### src/adcsq_regs.svh
// Register offsets, field positions, reset values and timing counts
// for the conversion sequencer. Included by the core and the test bench.
`ifndef ADCSQ_REGS_SVH
`define ADCSQ_REGS_SVH

// ----------------------------------------------------------------
// Byte offsets on the register bus
// ----------------------------------------------------------------
`define ADCSQ_OFF_CTRL 4'h0
`define ADCSQ_OFF_CFG 4'h4
`define ADCSQ_OFF_RESULT 4'h8
`define ADCSQ_OFF_STATUS 4'hc
`define ADCSQ_OFF_PORT 4'h0
`define ADCSQ_ADDR_BITS 5
`define ADCSQ_PORT_PAGE 1'b1

// ----------------------------------------------------------------
// Field positions
// ----------------------------------------------------------------
`define ADCSQ_CTRL_POWER 0
`define ADCSQ_CTRL_GO 2
`define ADCSQ_CTRL_CHAN_LSB 3
`define ADCSQ_CTRL_CKLO_LSB 6
`define ADCSQ_CFG_PCFG_LSB 0
`define ADCSQ_CFG_CKHI 6
`define ADCSQ_CFG_FMT 7
`define ADCSQ_CFG_WAKE_EN 8
`define ADCSQ_ST_FLAG 0
`define ADCSQ_ST_BUSY 1
`define ADCSQ_ST_OFF 2

// ----------------------------------------------------------------
// Reset values and timing
// ----------------------------------------------------------------
`define ADCSQ_CTRL_RST 8'h00
`define ADCSQ_CFG_RST 9'h000
`define ADCSQ_RESULT_RST 16'h0000
`define ADCSQ_TCY_TOSC 3'h4
`define ADCSQ_TAD_PER_CONV 4'hc
`define ADCSQ_RC_CODE 2'h3

`endif

### src/adcsq_pkg.sv
// Types shared by the conversion sequencer and its surroundings.
// Assumes adcsq_regs.svh sits in the same folder.
package adcsq_pkg;

    typedef enum logic [1:0] {
        ADCSQ_IDLE = 2'b00,
        ADCSQ_DELAY = 2'b01,
        ADCSQ_CONV = 2'b10
    } adcsq_state_t;

    // Drive toward the analog multiplexer, hold capacitor and DAC.
    typedef struct packed {
        logic sample_on;
        logic [2:0] channel;
        logic [9:0] trial;
    } adcsq_ana_t;

endpackage

### src/adcsq_core.sv
// Conversion sequencer for a 10-bit successive-approximation converter,
// with its control, result and port registers on an AXI4-Lite slave.
// Assumes aclk is the oscillator clock, the comparator answer is
// synchronous to aclk, and the RC oscillator and port pins are async.
//
// Behaviour
// - Twelve bit periods per conversion, stepped on tad.
// - Clock select code picks divider or RC.
// - Hold capacitor is never discharged.
// - Convert regardless of pin direction settings.
// - Analog pins read zero from port register.
// - Clearing go aborts, no partial result.
// - Result keeps last completed or written value.
// - After abort, acquire again, accept new go.
// - First segment between one instruction cycle, tad.
// - Result justified into sixteen bits, zero fill.
// - Result bytes are plain storage when off.
// - RC clock delays start one instruction cycle.
// - Sleep completion on RC clears go, loads.
// - Sleep on non-RC clock aborts, power reads set.
// - Completion loads result, clears go, sets flag.
// - Format bit one right, zero left justified.
// - Reset powers off and aborts conversion.
//
// The AXI4-Lite register port and the register addresses were left to the implementer.
`timescale 1ns/10ps
`include "adcsq_regs.svh"

module adcsq_core (
    input wire logic aclk,
    input wire logic aresetn,
    input wire logic [`ADCSQ_ADDR_BITS-1:0] s_axi_awaddr,
    input wire logic s_axi_awvalid,
    output logic s_axi_awready,
    input wire logic [31:0] s_axi_wdata,
    input wire logic [3:0] s_axi_wstrb,
    input wire logic s_axi_wvalid,
    output logic s_axi_wready,
    output logic [1:0] s_axi_bresp,
    output logic s_axi_bvalid,
    input wire logic s_axi_bready,
    input wire logic [`ADCSQ_ADDR_BITS-1:0] s_axi_araddr,
    input wire logic s_axi_arvalid,
    output logic s_axi_arready,
    output logic [31:0] s_axi_rdata,
    output logic [1:0] s_axi_rresp,
    output logic s_axi_rvalid,
    input wire logic s_axi_rready,
    input wire logic rc_osc_in,
    input wire logic [7:0] port_pins_in,
    input wire logic comparator_hi,
    input wire logic sleep_active,
    output adcsq_pkg::adcsq_ana_t ana,
    output logic conversion_complete_flag,
    output logic wake_pulse
);
    import adcsq_pkg::*;

    // ------------------------------------------------------------
    // Functions
    // ------------------------------------------------------------
    // Oscillator periods per bit period, minus one.
    function automatic logic [6:0] tad_last(input logic [2:0] sel);
        unique case (sel)
            3'b000: tad_last = 7'h01;
            3'b100: tad_last = 7'h03;
            3'b001: tad_last = 7'h07;
            3'b101: tad_last = 7'h0f;
            3'b010: tad_last = 7'h1f;
            3'b110: tad_last = 7'h3f;
            default: tad_last = 7'h01;
        endcase
    endfunction

    // Pins that the port configuration makes analog inputs.
    function automatic logic [7:0] analog_mask(input logic [3:0] pcfg);
        unique case (pcfg)
            4'h0: analog_mask = 8'hff;
            4'h1: analog_mask = 8'hf7;
            4'h2: analog_mask = 8'h1f;
            4'h3: analog_mask = 8'h17;
            4'h4: analog_mask = 8'h0b;
            4'h5: analog_mask = 8'h03;
            4'h6, 4'h7: analog_mask = 8'h00;
            4'h8: analog_mask = 8'hf3;
            4'h9: analog_mask = 8'h3f;
            4'ha: analog_mask = 8'h37;
            4'hb: analog_mask = 8'h33;
            4'hc: analog_mask = 8'h13;
            4'hd: analog_mask = 8'h03;
            4'he: analog_mask = 8'h01;
            4'hf: analog_mask = 8'h01;
        endcase
    endfunction

    // ------------------------------------------------------------
    // State
    // ------------------------------------------------------------
    adcsq_state_t state_q;
    logic power_q, go_q, ckhi_q, fmt_q, wake_en_q, flag_q, off_q;
    logic [2:0] chan_q;
    logic [1:0] cklo_q;
    logic [3:0] pcfg_q;
    logic [15:0] res_q;
    logic [6:0] div_q;
    logic [3:0] seg_q;
    logic [2:0] cyc_q;
    logic [9:0] code_q;
    logic [2:0] rc_s;
    logic rc_q;
    logic [7:0] pin_s1, pin_s2, pin_s3, pin_q;
    logic aw_full_q, w_full_q;
    logic [`ADCSQ_ADDR_BITS-1:0] awaddr_q;
    logic [31:0] wdata_q;
    logic [3:0] wstrb_q;

    // ------------------------------------------------------------
    // Input synchronisers
    // ------------------------------------------------------------
    // The RC level is taken only once the second and third stages agree, so a
    // metastable first stage never reaches it; a port pin reads low while they differ.
    always_ff @(posedge aclk) begin
        rc_s <= {rc_s[1:0], rc_osc_in};
        pin_s1 <= port_pins_in;
        pin_s2 <= pin_s1;
        pin_s3 <= pin_s2;
    end

    always_ff @(posedge aclk) begin
        if (!aresetn) begin
            rc_q <= 1'b0;
            pin_q <= 8'h00;
        end else begin
            if (rc_s[2] == rc_s[1]) begin
                rc_q <= rc_s[2];
            end
            pin_q <= (pin_q & ~(pin_s2 ^ pin_s3)) | (pin_s3 & ~(pin_s2 ^ pin_s3));
        end
    end

    // ------------------------------------------------------------
    // Register bus decode
    // ------------------------------------------------------------
    wire wr_fire = aw_full_q && w_full_q && !s_axi_bvalid;
    wire rd_fire = s_axi_arvalid && s_axi_arready;
    wire wr_page = awaddr_q[`ADCSQ_ADDR_BITS-1];
    wire [3:0] wr_off = awaddr_q[3:0];
    wire wr_ctrl = wr_fire && !wr_page && wr_off == `ADCSQ_OFF_CTRL;
    wire wr_cfg = wr_fire && !wr_page && wr_off == `ADCSQ_OFF_CFG;
    wire wr_res = wr_fire && !wr_page && wr_off == `ADCSQ_OFF_RESULT;
    wire wr_stat = wr_fire && !wr_page && wr_off == `ADCSQ_OFF_STATUS;
    wire wr_port = wr_fire && wr_page && wr_off == `ADCSQ_OFF_PORT;
    wire wr_ok = wr_ctrl || wr_cfg || wr_res || wr_stat || wr_port;
    wire rd_page = s_axi_araddr[`ADCSQ_ADDR_BITS-1];
    wire [3:0] rd_off = s_axi_araddr[3:0];

    // ------------------------------------------------------------
    // Conversion control
    // ------------------------------------------------------------
    // RC source selection
    wire rc_sel = cklo_q == `ADCSQ_RC_CODE;
    wire rc_rise = rc_s[2] && rc_s[1] && !rc_q;
    wire div_end = div_q == tad_last({ckhi_q, cklo_q});
    wire tad_tick = rc_sel ? rc_rise : div_end;
    wire running = state_q != ADCSQ_IDLE;
    // go only counts when power was already on
    wire start = wr_ctrl && wstrb_q[0] && wdata_q[`ADCSQ_CTRL_GO]
        && wdata_q[`ADCSQ_CTRL_POWER] && power_q && !go_q && !off_q;
    wire sw_abort = running && wr_ctrl && wstrb_q[0]
        && !(wdata_q[`ADCSQ_CTRL_GO] && wdata_q[`ADCSQ_CTRL_POWER]);
    // sleep on a divided clock stops the conversion
    wire sleep_abort = sleep_active && !rc_sel && power_q;
    wire abort = sw_abort || (running && sleep_abort);
    // first segment lasts at least one instruction cycle
    wire first_ok = seg_q != 4'h0 || cyc_q >= `ADCSQ_TCY_TOSC - 3'h1;
    wire step = state_q == ADCSQ_CONV && tad_tick && first_ok;
    wire resolve = step && seg_q != 4'h0 && seg_q <= 4'ha;
    wire [3:0] idx = 4'ha - seg_q;
    // twelfth bit period ends the conversion
    wire done = step && seg_q == `ADCSQ_TAD_PER_CONV - 4'h1 && !abort;
    wire [15:0] justified = fmt_q ? {6'h00, code_q} : {code_q, 6'h00};

    // divider restarts on start and abort
    always_ff @(posedge aclk) begin
        if (!aresetn || start || abort || !running || div_end) begin
            div_q <= 7'h00;
        end else begin
            div_q <= div_q + 7'h01;
        end
    end

    always_ff @(posedge aclk) begin
        if (!aresetn) begin
            state_q <= ADCSQ_IDLE;
            seg_q <= 4'h0;
            cyc_q <= 3'h0;
            code_q <= 10'h000;
        end else if (abort) begin
            state_q <= ADCSQ_IDLE;
        end else if (start) begin
            // RC start waits one instruction cycle
            state_q <= rc_sel ? ADCSQ_DELAY : ADCSQ_CONV;
            seg_q <= 4'h0;
            cyc_q <= 3'h0;
            code_q <= 10'h200;
        end else if (state_q == ADCSQ_DELAY) begin
            cyc_q <= cyc_q + 3'h1;
            if (cyc_q == `ADCSQ_TCY_TOSC - 3'h1) begin
                state_q <= ADCSQ_CONV;
            end
        end else if (state_q == ADCSQ_CONV) begin
            if (cyc_q != `ADCSQ_TCY_TOSC - 3'h1) begin
                cyc_q <= cyc_q + 3'h1;
            end
            if (step) begin
                seg_q <= seg_q + 4'h1;
            end
            // one bit resolved per bit period, second to eleventh
            if (resolve) begin
                code_q[idx] <= comparator_hi;
                if (idx != 4'h0) begin
                    code_q[idx-4'h1] <= 1'b1;
                end
            end
            if (done) begin
                state_q <= ADCSQ_IDLE;
            end
        end
    end

    // ------------------------------------------------------------
    // Software registers
    // ------------------------------------------------------------
    always_ff @(posedge aclk) begin
        if (!aresetn) begin
            {cklo_q, chan_q, go_q, power_q} <= 7'h00;
            {wake_en_q, fmt_q, ckhi_q, pcfg_q} <= 7'h00;
            flag_q <= 1'b0;
            off_q <= 1'b0;
        end else begin
            if (wr_ctrl && wstrb_q[0]) begin
                power_q <= wdata_q[`ADCSQ_CTRL_POWER];
                chan_q <= wdata_q[`ADCSQ_CTRL_CHAN_LSB +: 3];
                cklo_q <= wdata_q[`ADCSQ_CTRL_CKLO_LSB +: 2];
            end
            if (wr_cfg && wstrb_q[0]) begin
                pcfg_q <= wdata_q[`ADCSQ_CFG_PCFG_LSB +: 4];
                ckhi_q <= wdata_q[`ADCSQ_CFG_CKHI];
                fmt_q <= wdata_q[`ADCSQ_CFG_FMT];
            end
            if (wr_cfg && wstrb_q[1]) begin
                wake_en_q <= wdata_q[`ADCSQ_CFG_WAKE_EN];
            end
            // go follows start, abort and completion
            if (start) begin
                go_q <= 1'b1;
            // A go write with power set while busy is not a restart and leaves go set.
            end else if (abort || done) begin
                go_q <= 1'b0;
            end
            // flag set wins over a same-cycle clear
            if (done) begin
                flag_q <= 1'b1;
            end else if (wr_stat && wstrb_q[0]
                && wdata_q[`ADCSQ_ST_FLAG]) begin
                flag_q <= 1'b0;
            end
            // module powered down while power bit reads set
            off_q <= sleep_abort;
        end
    end

    // result changes only on completion or a write
    always_ff @(posedge aclk) begin
        if (done) begin
            res_q <= justified;
        end else if (wr_res) begin
            if (wstrb_q[0]) begin
                res_q[7:0] <= wdata_q[7:0];
            end
            if (wstrb_q[1]) begin
                res_q[15:8] <= wdata_q[15:8];
            end
        end
    end

    // ------------------------------------------------------------
    // Read mux
    // ------------------------------------------------------------
    // analog pins read as zero
    wire [7:0] port_rd = pin_q & ~analog_mask(pcfg_q);
    wire [7:0] ctrl_rd = {cklo_q, chan_q, go_q, 1'b0, power_q};
    wire [8:0] cfg_rd = {wake_en_q, fmt_q, ckhi_q, 2'b00, pcfg_q};
    wire [2:0] st_rd = {off_q, running, flag_q};
    wire rd_hit = rd_page ? rd_off == `ADCSQ_OFF_PORT
        : rd_off[1:0] == 2'b00;
    wire [31:0] rd_word = rd_page ? {24'h000000, port_rd}
        : rd_off == `ADCSQ_OFF_CTRL ? {24'h000000, ctrl_rd}
        : rd_off == `ADCSQ_OFF_CFG ? {23'h000000, cfg_rd}
        : rd_off == `ADCSQ_OFF_RESULT ? {16'h0000, res_q}
        : {29'h00000000, st_rd};

    // ------------------------------------------------------------
    // AXI4-Lite slave
    // ------------------------------------------------------------
    // Address and data are held separately so either may come first;
    // unmapped offsets answer SLVERR and change nothing.
    assign s_axi_awready = !aw_full_q;
    assign s_axi_wready = !w_full_q;
    assign s_axi_arready = !s_axi_rvalid;

    always_ff @(posedge aclk) begin
        if (!aresetn) begin
            aw_full_q <= 1'b0;
            w_full_q <= 1'b0;
            awaddr_q <= '0;
            wdata_q <= 32'h00000000;
            wstrb_q <= 4'h0;
            s_axi_bvalid <= 1'b0;
            s_axi_bresp <= 2'b00;
            s_axi_rvalid <= 1'b0;
            s_axi_rresp <= 2'b00;
            s_axi_rdata <= 32'h00000000;
        end else begin
            if (s_axi_awvalid && s_axi_awready) begin
                aw_full_q <= 1'b1;
                awaddr_q <= s_axi_awaddr;
            end else if (wr_fire) begin
                aw_full_q <= 1'b0;
            end
            if (s_axi_wvalid && s_axi_wready) begin
                w_full_q <= 1'b1;
                wdata_q <= s_axi_wdata;
                wstrb_q <= s_axi_wstrb;
            end else if (wr_fire) begin
                w_full_q <= 1'b0;
            end
            if (wr_fire) begin
                s_axi_bvalid <= 1'b1;
                s_axi_bresp <= wr_ok ? 2'b00 : 2'b10;
            end else if (s_axi_bready) begin
                s_axi_bvalid <= 1'b0;
            end
            if (rd_fire) begin
                s_axi_rvalid <= 1'b1;
                s_axi_rdata <= rd_hit ? rd_word : 32'h00000000;
                s_axi_rresp <= rd_hit ? 2'b00 : 2'b10;
            end else if (s_axi_rready) begin
                s_axi_rvalid <= 1'b0;
            end
        end
    end

    // ------------------------------------------------------------
    // Outputs
    // ------------------------------------------------------------
    // the hold capacitor only ever samples the channel
    // nothing discharges it and pin direction is not consulted.
    wire sample_on = power_q && !off_q && state_q == ADCSQ_IDLE;
    assign ana = {sample_on, chan_q, code_q};
    assign conversion_complete_flag = flag_q;

    // wake from sleep on completion when enabled
    always_ff @(posedge aclk) begin
        if (!aresetn) begin
            wake_pulse <= 1'b0;
        end else begin
            wake_pulse <= done && sleep_active && wake_en_q;
        end
    end
endmodule

### config.mk
export PLATFORM = sky130hd
export DESIGN_NAME = adcsq_core
export DESIGN_NICKNAME = d
export VERILOG_FILES = /design/src/adcsq_pkg.sv /design/src/adcsq_core.sv
export VERILOG_INCLUDE_DIRS = /design/src
export SDC_FILE = /design/constraint.sdc
export NUM_CORES = 1
export LEC_CHECK = 0
export ABC_AREA = 1
export BUFFER_PORTS_ARGS = -buffer_cell sky130_fd_sc_hd__buf_2
export CAP_MARGIN = 10
export CORE_MARGIN = 10
export CORE_UTILIZATION = 23
export CTS_BUF_LIST = sky130_fd_sc_hd__clkbuf_4 sky130_fd_sc_hd__clkbuf_8
export DETAILED_ROUTE_END_ITERATION = 16
export PLACE_DENSITY = 0.38
export SKIP_CTS_REPAIR_TIMING = 1
export SLEW_MARGIN = 20
export SYNTH_ARGS = -nofsm -noshare
export SYNTH_HDL_FRONTEND = slang
export SYNTH_SLANG_ARGS = --single-unit
### constraint.sdc
create_clock -name aclk -period 4 [get_ports aclk]
set_input_delay 0.4 -clock aclk [delete_from_list [all_inputs] [get_ports aclk]]
set_output_delay 0.4 -clock aclk [all_outputs]
set_load 0.02 [all_outputs]
-- After elaboration in Yosys (flattened, before gate mapping)
Memories as Yosys holds them, arrays and structs flattened. A register that Yosys moved wholly into a read port is not among the register bits.
Cells that the tools add are included.
- add/sub/neg operators: 5
- $lt $le $gt $ge: 6
- eq/ne operators: 20
- multiplexer cells: 52
- bitwise logic cells: 10
- reduce and logical (&&, ||, !) cells: 96
- operator list (operator ; number):
    two-way mux 16 bit ; 8
    two-way mux 10 bit ; 5
    logical AND 1 bit ; 43
    case mux 6 bit (5 select lines) ; 1
    nonzero test 2 bit ; 13
    AND 8 bit ; 3
    two-way mux 4 bit ; 6
    == test 4 bit (second input constant) ; 4
    two-way mux 2 bit ; 8
    two-way mux 8 bit ; 2
    inverter 8 bit ; 2
    two-way mux 1 bit ; 15
    zero test 1 bit ; 13
    two-way mux 3 bit ; 4
    logical OR 1 bit ; 11
    bitwise mux 10 bit ; 1
    less-than comparator 4 x 5 -> 1 bit (second input constant) ; 2
    OR 10 bit ; 1
    == test 3 bit (second input constant) ; 3
    nonzero test 3 bit ; 3
    demux 1 bit (select 4 bit) ; 2
    == test 4 x 3 -> 1 bit (second input constant) ; 2
    >= comparator 4 x 1 -> 1 bit (second input constant) ; 2
    zero test 4 bit ; 2
    24 further kinds ; 33
- flip-flop bits (word level): 158
- memory bits (read-only): 128
- output and inout port bits: 57
- logic and storage cells: 224
- memories: 1
- memory list (memory ; words ; bits a word ; read ports ; clocked after Yosys merged registers in ; wr ports ; line ; source):
    (name not given) ; 16 ; 8 ; 1 ; 1 ; 0 ; adcsq_core.sv:77 ; unique case (pcfg)

-- Longest topological paths before layout
Gate-level depths: netlist of run 1.
- depth in word-level cells: 14
- mapped depth: 16
- mapped depth without buffers: 15

-- Worst setup path after synthesis of run 1
Ideal clock, no wire load.
- path kind: register to register
- start point: reg cklo_q[0]
- end point: reg res_q[10] (enable)
- library setup time: 384 ps
- arrival: 1845 ps
- required time: 3616 ps
- slack: 1771 ps
- cell stages (with the launch flop): 13
- buffers on the path: 1
- clock period less this slack: 2229 ps
- path through: dfxtp_1 -> inv_1 -> ha_1 -> inv_1 -> nand2_1 -> nand2_1 -> nand2_1 -> nor2_1 -> nand3_1 -> nand2_2 -> nand4_4 -> buf_2 -> o21ai_0
- cells in the longest elaborated chain, start to end: 10
- elaborated cells between the ends (all ways): 22
- RTL lines (element ; line ; source):
    start: declaration ; adcsq_core.sv:102 ; logic [1:0] cklo_q;
    start signal: assignment ; adcsq_core.sv:244 ; cklo_q <= wdata_q[`ADCSQ_CTRL_CKLO_LSB +: 2];
    == test 3 bit (tied with other cells) ; adcsq_core.sv:64 ; unique case (sel)
    case mux 6 bit (5 select lines) / zero test 1 bit (equally long branches) ; adcsq_core.sv:64, adcsq_core.sv:172 ;
    == test 7 bit / logical AND 1 bit (equally long branches) ; adcsq_core.sv:163, adcsq_core.sv:172 ;
    two-way mux 1 bit / logical AND 1 bit (equally long branches) ; adcsq_core.sv:164, adcsq_core.sv:172 ;
    logical AND 1 bit (on tied branches) ; adcsq_core.sv:176, adcsq_core.sv:173 ;
    logical AND 1 bit / logical OR 1 bit (equally long branches) ; adcsq_core.sv:176, adcsq_core.sv:173 ;
    logical AND 1 bit / zero test 1 bit (equally long branches) ; adcsq_core.sv:180 ; wire done = step && seg_q == `ADCSQ_TAD_PER_CONV - 4'h1 && !abort;
    logical AND 1 bit (*) ; adcsq_core.sv:180 ;
    nonzero test 2 bit (no line) ; n/a ;
    AND reduction 2 bit (no line) (*) ; n/a ;
    end signal: assignment ; adcsq_core.sv:276 ; res_q <= justified;
    end signal: assignment ; adcsq_core.sv:282 ; res_q[15:8] <= wdata_q[15:8];
    end: declaration ; adcsq_core.sv:104 ; logic [15:0] res_q;
Every way passes the cells marked *; elsewhere a longest branch is shown, timed or not.
A chain may end at the register's enable or synchronous reset.

-- Worst setup path in the final report of run 1
- start point: reg cklo_q[1]
- end point: reg res_q[12] (enable)
The elaborated chain is that of the path after synthesis.

==> results of run 1 <==
[area by class of cell]
type                            count  area [um2]
Fill cell                        3260       20800
Timing Repair Buffer               94         510
Clock inverter                     15         159
Inverter                           96         367
Sequential cell                   147        3100
Multi-Input combinational cell    574        2940
Tap cell                          384         480
Clock buffer                       17         234
[synthesized netlist by cell type, drive strengths merged]
cell    count  area, um2
clkbuf     10       37.5
buf        33        231
nor3        8       71.3
nor3b       1       7.51
o31ai      17        128
o41ai       1       8.76
o21a        1       7.51
dfxtp     131       2620
clkinv      2       13.8
xor2        5       43.8
a22oi       2       15.0
conb        1       3.75
nand3      35        210
nor2      141        568
o21ai      80        404
nand4       7       65.1
nand2     158        613
a21oi      60        304
edfxtp     16        480
ha         25        313
a31oi       1       6.26
a211oi      1       7.51
o22ai       2       12.5
or2         3       21.3
inv        94        353
o211ai      8       65.1
[stage by stage]
| step | utilization, % | cells |
|---|---|---|
| 4_1_cts | 27.1 | 1321 |
| 3_3_place_gp | 25.7 | 1289 |
| 2_1_floorplan | - | 860 |
| 5_1_grt | 27.3 | 1327 |
| 6_report | 27.3 | 1327 |
| 3_5_place_dp | 25.7 | 1289 |
[final timing paths]
path / start / end / cells past startpoint
setup reg to reg: cklo_q[1] / res_q[12] / 11
hold reg to reg: pin_s1[4] / pin_s2[4] / 0
hold / removal: rc_osc_in / rc_s[0] / 1
setup / recovery: cklo_q[1] / res_q[12] / 11
[report_power, final]
group	switching, uW	internal, uW	leakage [uW]
clock network	708	474	0.000202
registers	33.0	1540	0.00122
logic	131	68.3	0.00197
total	872	2080	0.00339
[per-layer routing]
metal	GRT usage, %	wire length, um	vias to the layer above
met2	16.8	8430	105
met4	3.48	223	0
li1	-	-	2877
met5	0	0	-
met1	15.3	9980	2518
met3	2.64	1080	13
[sequential cells by signal (all words and copies together) (netlist names), 2 cells and up, named ones only]
register / cells
res_q: 16
s_axi_rdata: 16
wdata_q: 16
code_q: 10
pin_q: 8
pin_s1: 8
pin_s2: 8
pin_s3: 8
div_q: 7
awaddr_q: 5
pcfg_q: 4
seg_q: 4
chan_q: 3
cyc_q: 3
rc_s: 3
cklo_q: 2
state_q: 2
wstrb_q: 2
[worst max-delay path, cell delays in order (launching register included)]
cell and delay, ps:
dfxtp_1 400, inv_1 110, ha_1 300, inv_1 100, nand2_1 60, nand2_1 50, nand2_1 50, nor2_1 80
nand3_1 130, nand2_2 130, nand4_4 180, o21ai_1 480
[cell families (layout without fill, tap and decap cells)]
| group | Yosys count | in the layout | share of synthesized area, % |
|---|---|---|---|
| other cells | 1 | 18 | 0.0567 |
| fa+ha+maj | 25 | 25 | 4.73 |
| flops | 147 | 147 | 46.9 |
| simple gates | 353 | 353 | 23.5 |
| buf+inv | 139 | 222 | 9.61 |
| compound gates | 173 | 173 | 14.5 |
| xor+xnor | 5 | 5 | 0.662 |
==> tab_implementation.tex, run 1 <==
\begin{tabular}{lr}
\hline
Metric & Value \\
\hline
\multicolumn{2}{l}{\textbf{Final layout}} \\
Fraction of layout instances using a drive strength above 1 & 17.5\% \\
Design area & 0.00779 mm2 \\
Synthesis-to-finish area growth & 17.8\% \\
Most common cell after layout, fill and taps aside & nand2\_1 \\
Most frequent cells in the layout & nand2\_1 (152), nor2\_1 (135), dfxtp\_1 (131) \\
Diode count & 0 \\
Final net count & 1019 \\
\multicolumn{2}{l}{\textbf{Logic synthesis}} \\
Combined area of all synthesized cells & 0.00661 mm2 \\
Yosys warning total & 0 \\
Number of distinct library cells after synthesis & 48 \\
Avg Synthesized Cell Area & 7.85 um2 \\
Cell count after synthesis & 843 \\
Portion of the post-synthesis area used by sequential elements & 46.9\% \\
Flip-flop and latch count after synthesis & 147 \\
\multicolumn{2}{l}{\textbf{Floorplan}} \\
Core Box Area & 0.0285 mm2 \\
Floorplan die height & 190 um \\
Die ar. & 0.0359 mm2 \\
Number of rows created at floorplan & 62 \\
X dimension of the die & 190 um \\
Initial standard-cell utilization of the core & 23.2\% \\
Number of ports placed on the die boundary & 121 \\
\multicolumn{2}{l}{\textbf{Placement}} \\
Instance area at placement & 0.00734 mm2 \\
\# port buffers & 84 \\
Post-Place Setup Slack & 1550 ps \\
Final HPWL DP & 15000 um \\
Final weighted congestion of routability-driven global placement & 0.814 \\
\multicolumn{2}{l}{\textbf{Min path}} \\
Class of the most critical hold timing path & input port to flop \\
\multicolumn{2}{l}{\textbf{STA}} \\
Worst-case clock skew & 14.4 ps \\
Headroom to the max-slew limit & 43.9\% \\
Count of final setup violators & 0 \\
Worst hold slack after final layout & 32.8 ps \\
Clock period minus worst slack & 2430 ps \\
Final count of pins violating max slew & 0 \\
Setup\_tns & 0 ps \\
Fmax achieved & 412 MHz \\
Pin slew with the least headroom to its limit & 839 ps \\
Setup repair after global routing missed its margin & no \\
Final hold violation count & 0 \\
Worst setup margin & 1570 ps \\
Post-route fraction of the period consumed by the critical path & 60.7\% \\
\multicolumn{2}{l}{\textbf{CTS}} \\
Clock tree from TritonCTS & yes \\
Worst-case clock buffer depth & 2 \\
Clock Latency Late Sink & 470 ps \\
Clock-pin transition on the worst setup and hold timing paths & 90 ps \\
Number of buffers inserted during clock tree synthesis & 17 \\
Number of sinks on the clock net & 147 \\
Cell at the root of the clock tree & clkbuf\_8 \\
Clock H-tree levels & 4 \\
\multicolumn{2}{l}{\textbf{Routing}} \\
Wirelength, routed & 19700 um \\
Drt initial violations & 283 \\
DRC Markers & 0 \\
Residual antenna-violating net count after detailed routing & 0 \\
First-pass DRT Iterations & 5 \\
Wire per inst & 14.9 um \\
Total via count in the routed design & 5513 \\
Post-DR vias/cell & 4.15 \\
\multicolumn{2}{l}{\textbf{Power and ir drop}} \\
LEAKAGE & 0.00339 uW \\
Overall power consumption & 2950 uW \\
Worst ir drop on vdd & 0.184 mV \\
Pwr per Cell Area & 379 mW/mm2 \\
\multicolumn{2}{l}{\textbf{Setup path}} \\
CP Launch Type & flop \\
CP Data Arrival Time & 2520 ps \\
Nature of the critical path endpoint & flop \\
Required time at the worst-slack endpoint & 4100 ps \\
Category of the critical setup timing path & flop to flop \\
Slack of the worst reg-to-reg path & 1570 ps \\
Crit Path Max Fanout & 11 \\
\multicolumn{2}{l}{\textbf{Run status}} \\
Status & finished clean \\
\multicolumn{2}{l}{\textbf{Global route}} \\
Total track usage & 11.1\% \\
Antenna violations before repair & 0 \\
Global-route wire length before repair & 31300 um \\
Vias in the first global route & 5598 \\
Pin count of the biggest net entering global routing & 50 \\
Gr ovfl total & 0 \\
\multicolumn{2}{l}{\textbf{Flow run}} \\
MaxCap Viol Count & 0 \\
\hline
\end{tabular}
Note: power is estimated with default switching activity, not from simulation.
==> inputs of run 2 (changes only) <==
--- a/config.mk
+++ b/config.mk
@@ -6,7 +6,7 @@
 export SDC_FILE = /design/constraint.sdc
 export NUM_CORES = 1
 export LEC_CHECK = 0
-export ABC_AREA = 1
+export ABC_AREA = 0
 export BUFFER_PORTS_ARGS = -buffer_cell sky130_fd_sc_hd__buf_2
 export CAP_MARGIN = 10
 export CORE_MARGIN = 10
==> constraint.sdc (replaced) <==
create_clock -name aclk -period 2.5 [get_ports aclk]
set_input_delay 0.25 -clock aclk [delete_from_list [all_inputs] [get_ports aclk]]
set_output_delay 0.25 -clock aclk [all_outputs]
set_load 0.02 [all_outputs]
==> run 2 against run 1 <==
Effect of this change:
- the run now ends with setup timing left
- worst setup slack lost 1600 ps
- first-iteration DRC count fell by 11%
- clock power grew 56%
- combinational power rose by 61%
- clock skew rose by 2.5 ps
- sequential power increased by 58%
- non-clock buffer count grew 66
- fmax is 2.9% lower
- critical endpoint is now res_q[9]
- largest power group unchanged
- highest routed layer unchanged
==> tab_implementation.tex, run 2 <==
\begin{tabular}{lr}
\hline
Metric & Value \\
\hline
\multicolumn{2}{l}{\textbf{Logic synthesis}} \\
Avg Synthesized Cell Area & 8.91 um2 (+14\%) \\
Number of distinct library cells after synthesis & 73 (+52\%) \\
Synthesized-area fraction occupied by ao, oa, aoi and oai cells & 16.4\% (+2.0 points) \\
Proportion of netlist area held by the largest area contributor & 38.5\% (-1.1 points) \\
Cell count after synthesis & 764 (-9.4\%) \\
Count of flip-flops with a built-in enable after synthesis & 16 (unchanged) \\
Adder and majority gate portion of the synthesized area & 4.59\% (-0.14 points) \\
Dominant cell by count in the synthesized netlist & dfxtp\_1 \\
Flip-flop and latch count after synthesis & 147 (unchanged) \\
Cell type with the largest total area after synthesis & dfxtp\_1 \\
Simple-gate share of the synthesized area & 19.5\% (-4.0 points) \\
Share of cell area taken by muxes after synthesis & 5.22\% (+5.2 points) \\
Main area contributors after synthesis & dfxtp\_1 (39\%), edfxtp\_1 (7.1\%), nand2\_1 (6.0\%) \\
Main combinational cell family by area after synthesis & simple AND/OR/NAND/NOR gates \\
Combined area of all synthesized cells & 0.00681 mm2 (+3.0\%) \\
Most common library cells after synthesis & dfxtp\_1 (131), nand2\_1 (109), a21oi\_1 (66) \\
Yosys warning total & 0 (unchanged) \\
Leading register cell type out of synthesis & dfxtp\_1 \\
Parity-gate share of the synthesized area counting xor and xnor cells & 1.67\% (+1.0 points) \\
Asr flop ratio synth & 0\% (unchanged) \\
Portion of the post-synthesis area used by sequential elements & 45.6\% (-1.3 points) \\
\multicolumn{2}{l}{\textbf{Final layout}} \\
Post-route non-filler standard cell count & 1302 (-1.9\%) \\
Fillers & 3138 (-3.7\%) \\
Final net count & 994 (-2.5\%) \\
Synthesis-to-finish area growth & 26.8\% \\
Diode count & 0 (unchanged) \\
Most frequent cells in the layout & dfxtp\_1 (129), nand2\_1 (109), buf\_2 (84) \\
Design area & 0.00864 mm2 (+11\%) \\
Fraction of layout instances using a drive strength above 1 & 23.9\% (+6.4 points) \\
Biggest registers after layout & res\_q (16), s\_axi\_rdata (16), wdata\_q (16) \\
Most common cell after layout, fill and taps aside & dfxtp\_1 \\
\multicolumn{2}{l}{\textbf{Power and ir drop}} \\
LEAKAGE & 0.00340 uW (+0.21\%) \\
Worst ir drop on vdd & 0.321 mV (+75\%) \\
Pwr per Cell Area & 538 mW/mm2 (+42\%) \\
Overall power consumption & 4650 uW (+57\%) \\
\multicolumn{2}{l}{\textbf{STA}} \\
Count of final setup violators & 3 (+3) \\
Final count of pins violating max slew & 0 (unchanged) \\
Final hold violation count & 0 (unchanged) \\
Pin slew with the least headroom to its limit & 709 ps (-130 ps) \\
Clock period minus worst slack & 2500 ps (+73.5 ps) \\
Setup repair after global routing missed its margin & yes \\
Worst setup margin & -2.49 ps (-1570 ps) \\
Fmax achieved & 400 MHz (-2.9\%) \\
Post-route fraction of the period consumed by the critical path & 100\% (+39 points) \\
Worst hold slack after final layout & 15.9 ps (-16.9 ps) \\
Headroom to the max-slew limit & 52.6\% (+8.7 points) \\
Worst-case clock skew & 16.9 ps (+2.51 ps) \\
\multicolumn{2}{l}{\textbf{CTS}} \\
Worst-case clock buffer depth & 2 (unchanged) \\
Clock tree from TritonCTS & yes \\
Clock Latency Late Sink & 460 ps (about the same) \\
Clock H-tree levels & 4 (unchanged) \\
Cell at the root of the clock tree & clkbuf\_8 \\
Clock-pin transition on the worst setup and hold timing paths & 90 ps (about the same) \\
Number of sinks on the clock net & 147 (unchanged) \\
Number of buffers inserted during clock tree synthesis & 17 (unchanged) \\
\multicolumn{2}{l}{\textbf{Placement}} \\
Number of instances in the placed design & 1253 (-2.8\%) \\
Instance area at placement & 0.00797 mm2 (+8.6\%) \\
Final HPWL DP & 16000 um (+7.0\%) \\
Final weighted congestion of routability-driven global placement & 0.786 (-3.5\%) \\
\# port buffers & 84 (unchanged) \\
\multicolumn{2}{l}{\textbf{Routing}} \\
Wire per inst & 16.1 um (+8.7\%) \\
Drt initial violations & 251 (-11\%) \\
Post-DR vias/cell & 4.43 (+6.6\%) \\
DRC Markers & 0 (unchanged) \\
Wirelength, routed & 21000 um (+6.6\%) \\
Total via count in the routed design & 5766 (+4.6\%) \\
First-pass DRT Iterations & 4 (-1) \\
Residual antenna-violating net count after detailed routing & 0 (unchanged) \\
\multicolumn{2}{l}{\textbf{Setup path}} \\
Crit Path Max Fanout & 5 (-6) \\
Cell-by-cell listing of the critical path & inv\_2 > ha\_4 > inv\_1 > a211o\_2 > a21oi\_4 > a31oi\_4 > buf\_6 > nor3\_4 > buf\_12 > buf\_12 > mux2\_4 \\
Required time at the worst-slack endpoint & 2720 ps (-1380 ps) \\
Category of the critical setup timing path & flop to flop \\
Worst path max stage delay & 340 ps (-140 ps) \\
Slowest cell on the critical path & dfxtp\_2 \\
Nature of the critical path endpoint & flop \\
CP Data Arrival Time & 2720 ps (+200 ps) \\
Cell repeated most along the worst path & buf\_12 \\
CP Launch Type & flop \\
\multicolumn{2}{l}{\textbf{Floorplan}} \\
Number of ports placed on the die boundary & 121 (unchanged) \\
Initial standard-cell utilization of the core & 23.5\% (+0.36 points) \\
Die ar. & 0.0369 mm2 (+2.6\%) \\
Core Box Area & 0.0289 mm2 (+1.4\%) \\
X dimension of the die & 192 um (+1.3\%) \\
Floorplan die height & 192 um (+1.3\%) \\
Number of rows created at floorplan & 62 (unchanged) \\
\multicolumn{2}{l}{\textbf{Global route}} \\
Antenna violations before repair & 0 (unchanged) \\
Vias in the first global route & 5718 (+2.1\%) \\
Global-route wire length before repair & 32900 um (+5.0\%) \\
Pin count of the biggest net entering global routing & 56 (+12\%) \\
Total track usage & 11.4\% (+0.28 points) \\
Gr ovfl total & 0 (unchanged) \\
\multicolumn{2}{l}{\textbf{Min path}} \\
Class of the most critical hold timing path & input port to flop \\
\multicolumn{2}{l}{\textbf{Run status}} \\
Status & complete, but fails checks \\
Failing checks & setup timing \\
\multicolumn{2}{l}{\textbf{Flow run}} \\
MaxCap Viol Count & 0 (unchanged) \\
\hline
\end{tabular}
## run 2: cell count changes in the layout (fill, tap and decap cells not counted), sizes merged, moves of 9 or more
cell,delta
xnor2,+9
nor2b,+16
nand2b,+11
mux2i,+22
o21ai,-54
buf,+60
mux2,+11
inv,-55
o31ai,-12
nand2,-49
nor2,-80
o221ai,+11
## run 2: routing by layer
layer	vias to the layer above	routed length [um]	track usage, %
li1	2907	-	-
met5	-	0	0
met1	2732	10400	15.6
met3	10	960	2.72
met2	117	9490	17.4
met4	0	181	3.07
## run 2: logic make-up (layout without fill, tap and decap cells)
group,Yosys count,count (layout)
other,1,18
AO/OA/AOI/OAI,167,167
adder cells (fa/ha/maj),25,25
flip-flops,147,147
XOR/XNOR,13,13
multiplexers,33,33
buffers and inverters,101,238
AND/OR/NAND/NOR,277,277
## run 2: worst paths after layout
path	to	slack [ps]	cells past startpoint	startpoint
setup / recovery	res_q[9]	-2	11	cklo_q[0]
hold / removal	wdata_q[12]	20	3	s_axi_wdata[12]
setup reg to reg	res_q[9]	-2	11	cklo_q[0]
hold reg to reg	pin_s2[1]	330	0	pin_s1[1]
## run 2: stage by stage
stage | setup TNS (ps) | setup slack, ps | utilization [%]
floorplan | -115 | -38.3 | -
global placement | -386 | -37.0 | 27.5
detailed placement | -339 | -35.4 | 27.5
CTS | -701 | -55.0 | 28.9
global route | -1800 | -132 | 29.8
finish | -4.22 | -2.49 | 29.8
## run 2: power by group
part / internal (uW) / switching (uW) / total (uW)
clock network: 811 / 1030 / 1840
registers: 2440 / 39.6 / 2480
logic: 124 / 197 / 322
total: 3380 / 1270 / 4650
## run 2: critical path: cells and delay by family, from the launching register on
family | cells | cell delay [ps]
compound gates | 3 | 650
fa+ha+maj | 1 | 270
buf+inv | 5 | 500
flops | 1 | 340
mux | 1 | 290
simple gates | 1 | 210
## run 2: area by class of cell
type | count | area (um2) | area share [%]
Clock buffer | 17 | 234 | 2.71
Inverter | 46 | 173 | 2.00
Timing Repair Buffer | 160 | 1090 | 12.6
Tap cell | 384 | 480 | 5.56
Multi-Input combinational cell | 533 | 3410 | 39.5
Sequential cell | 147 | 3110 | 36.0
Clock inverter | 15 | 149 | 1.72
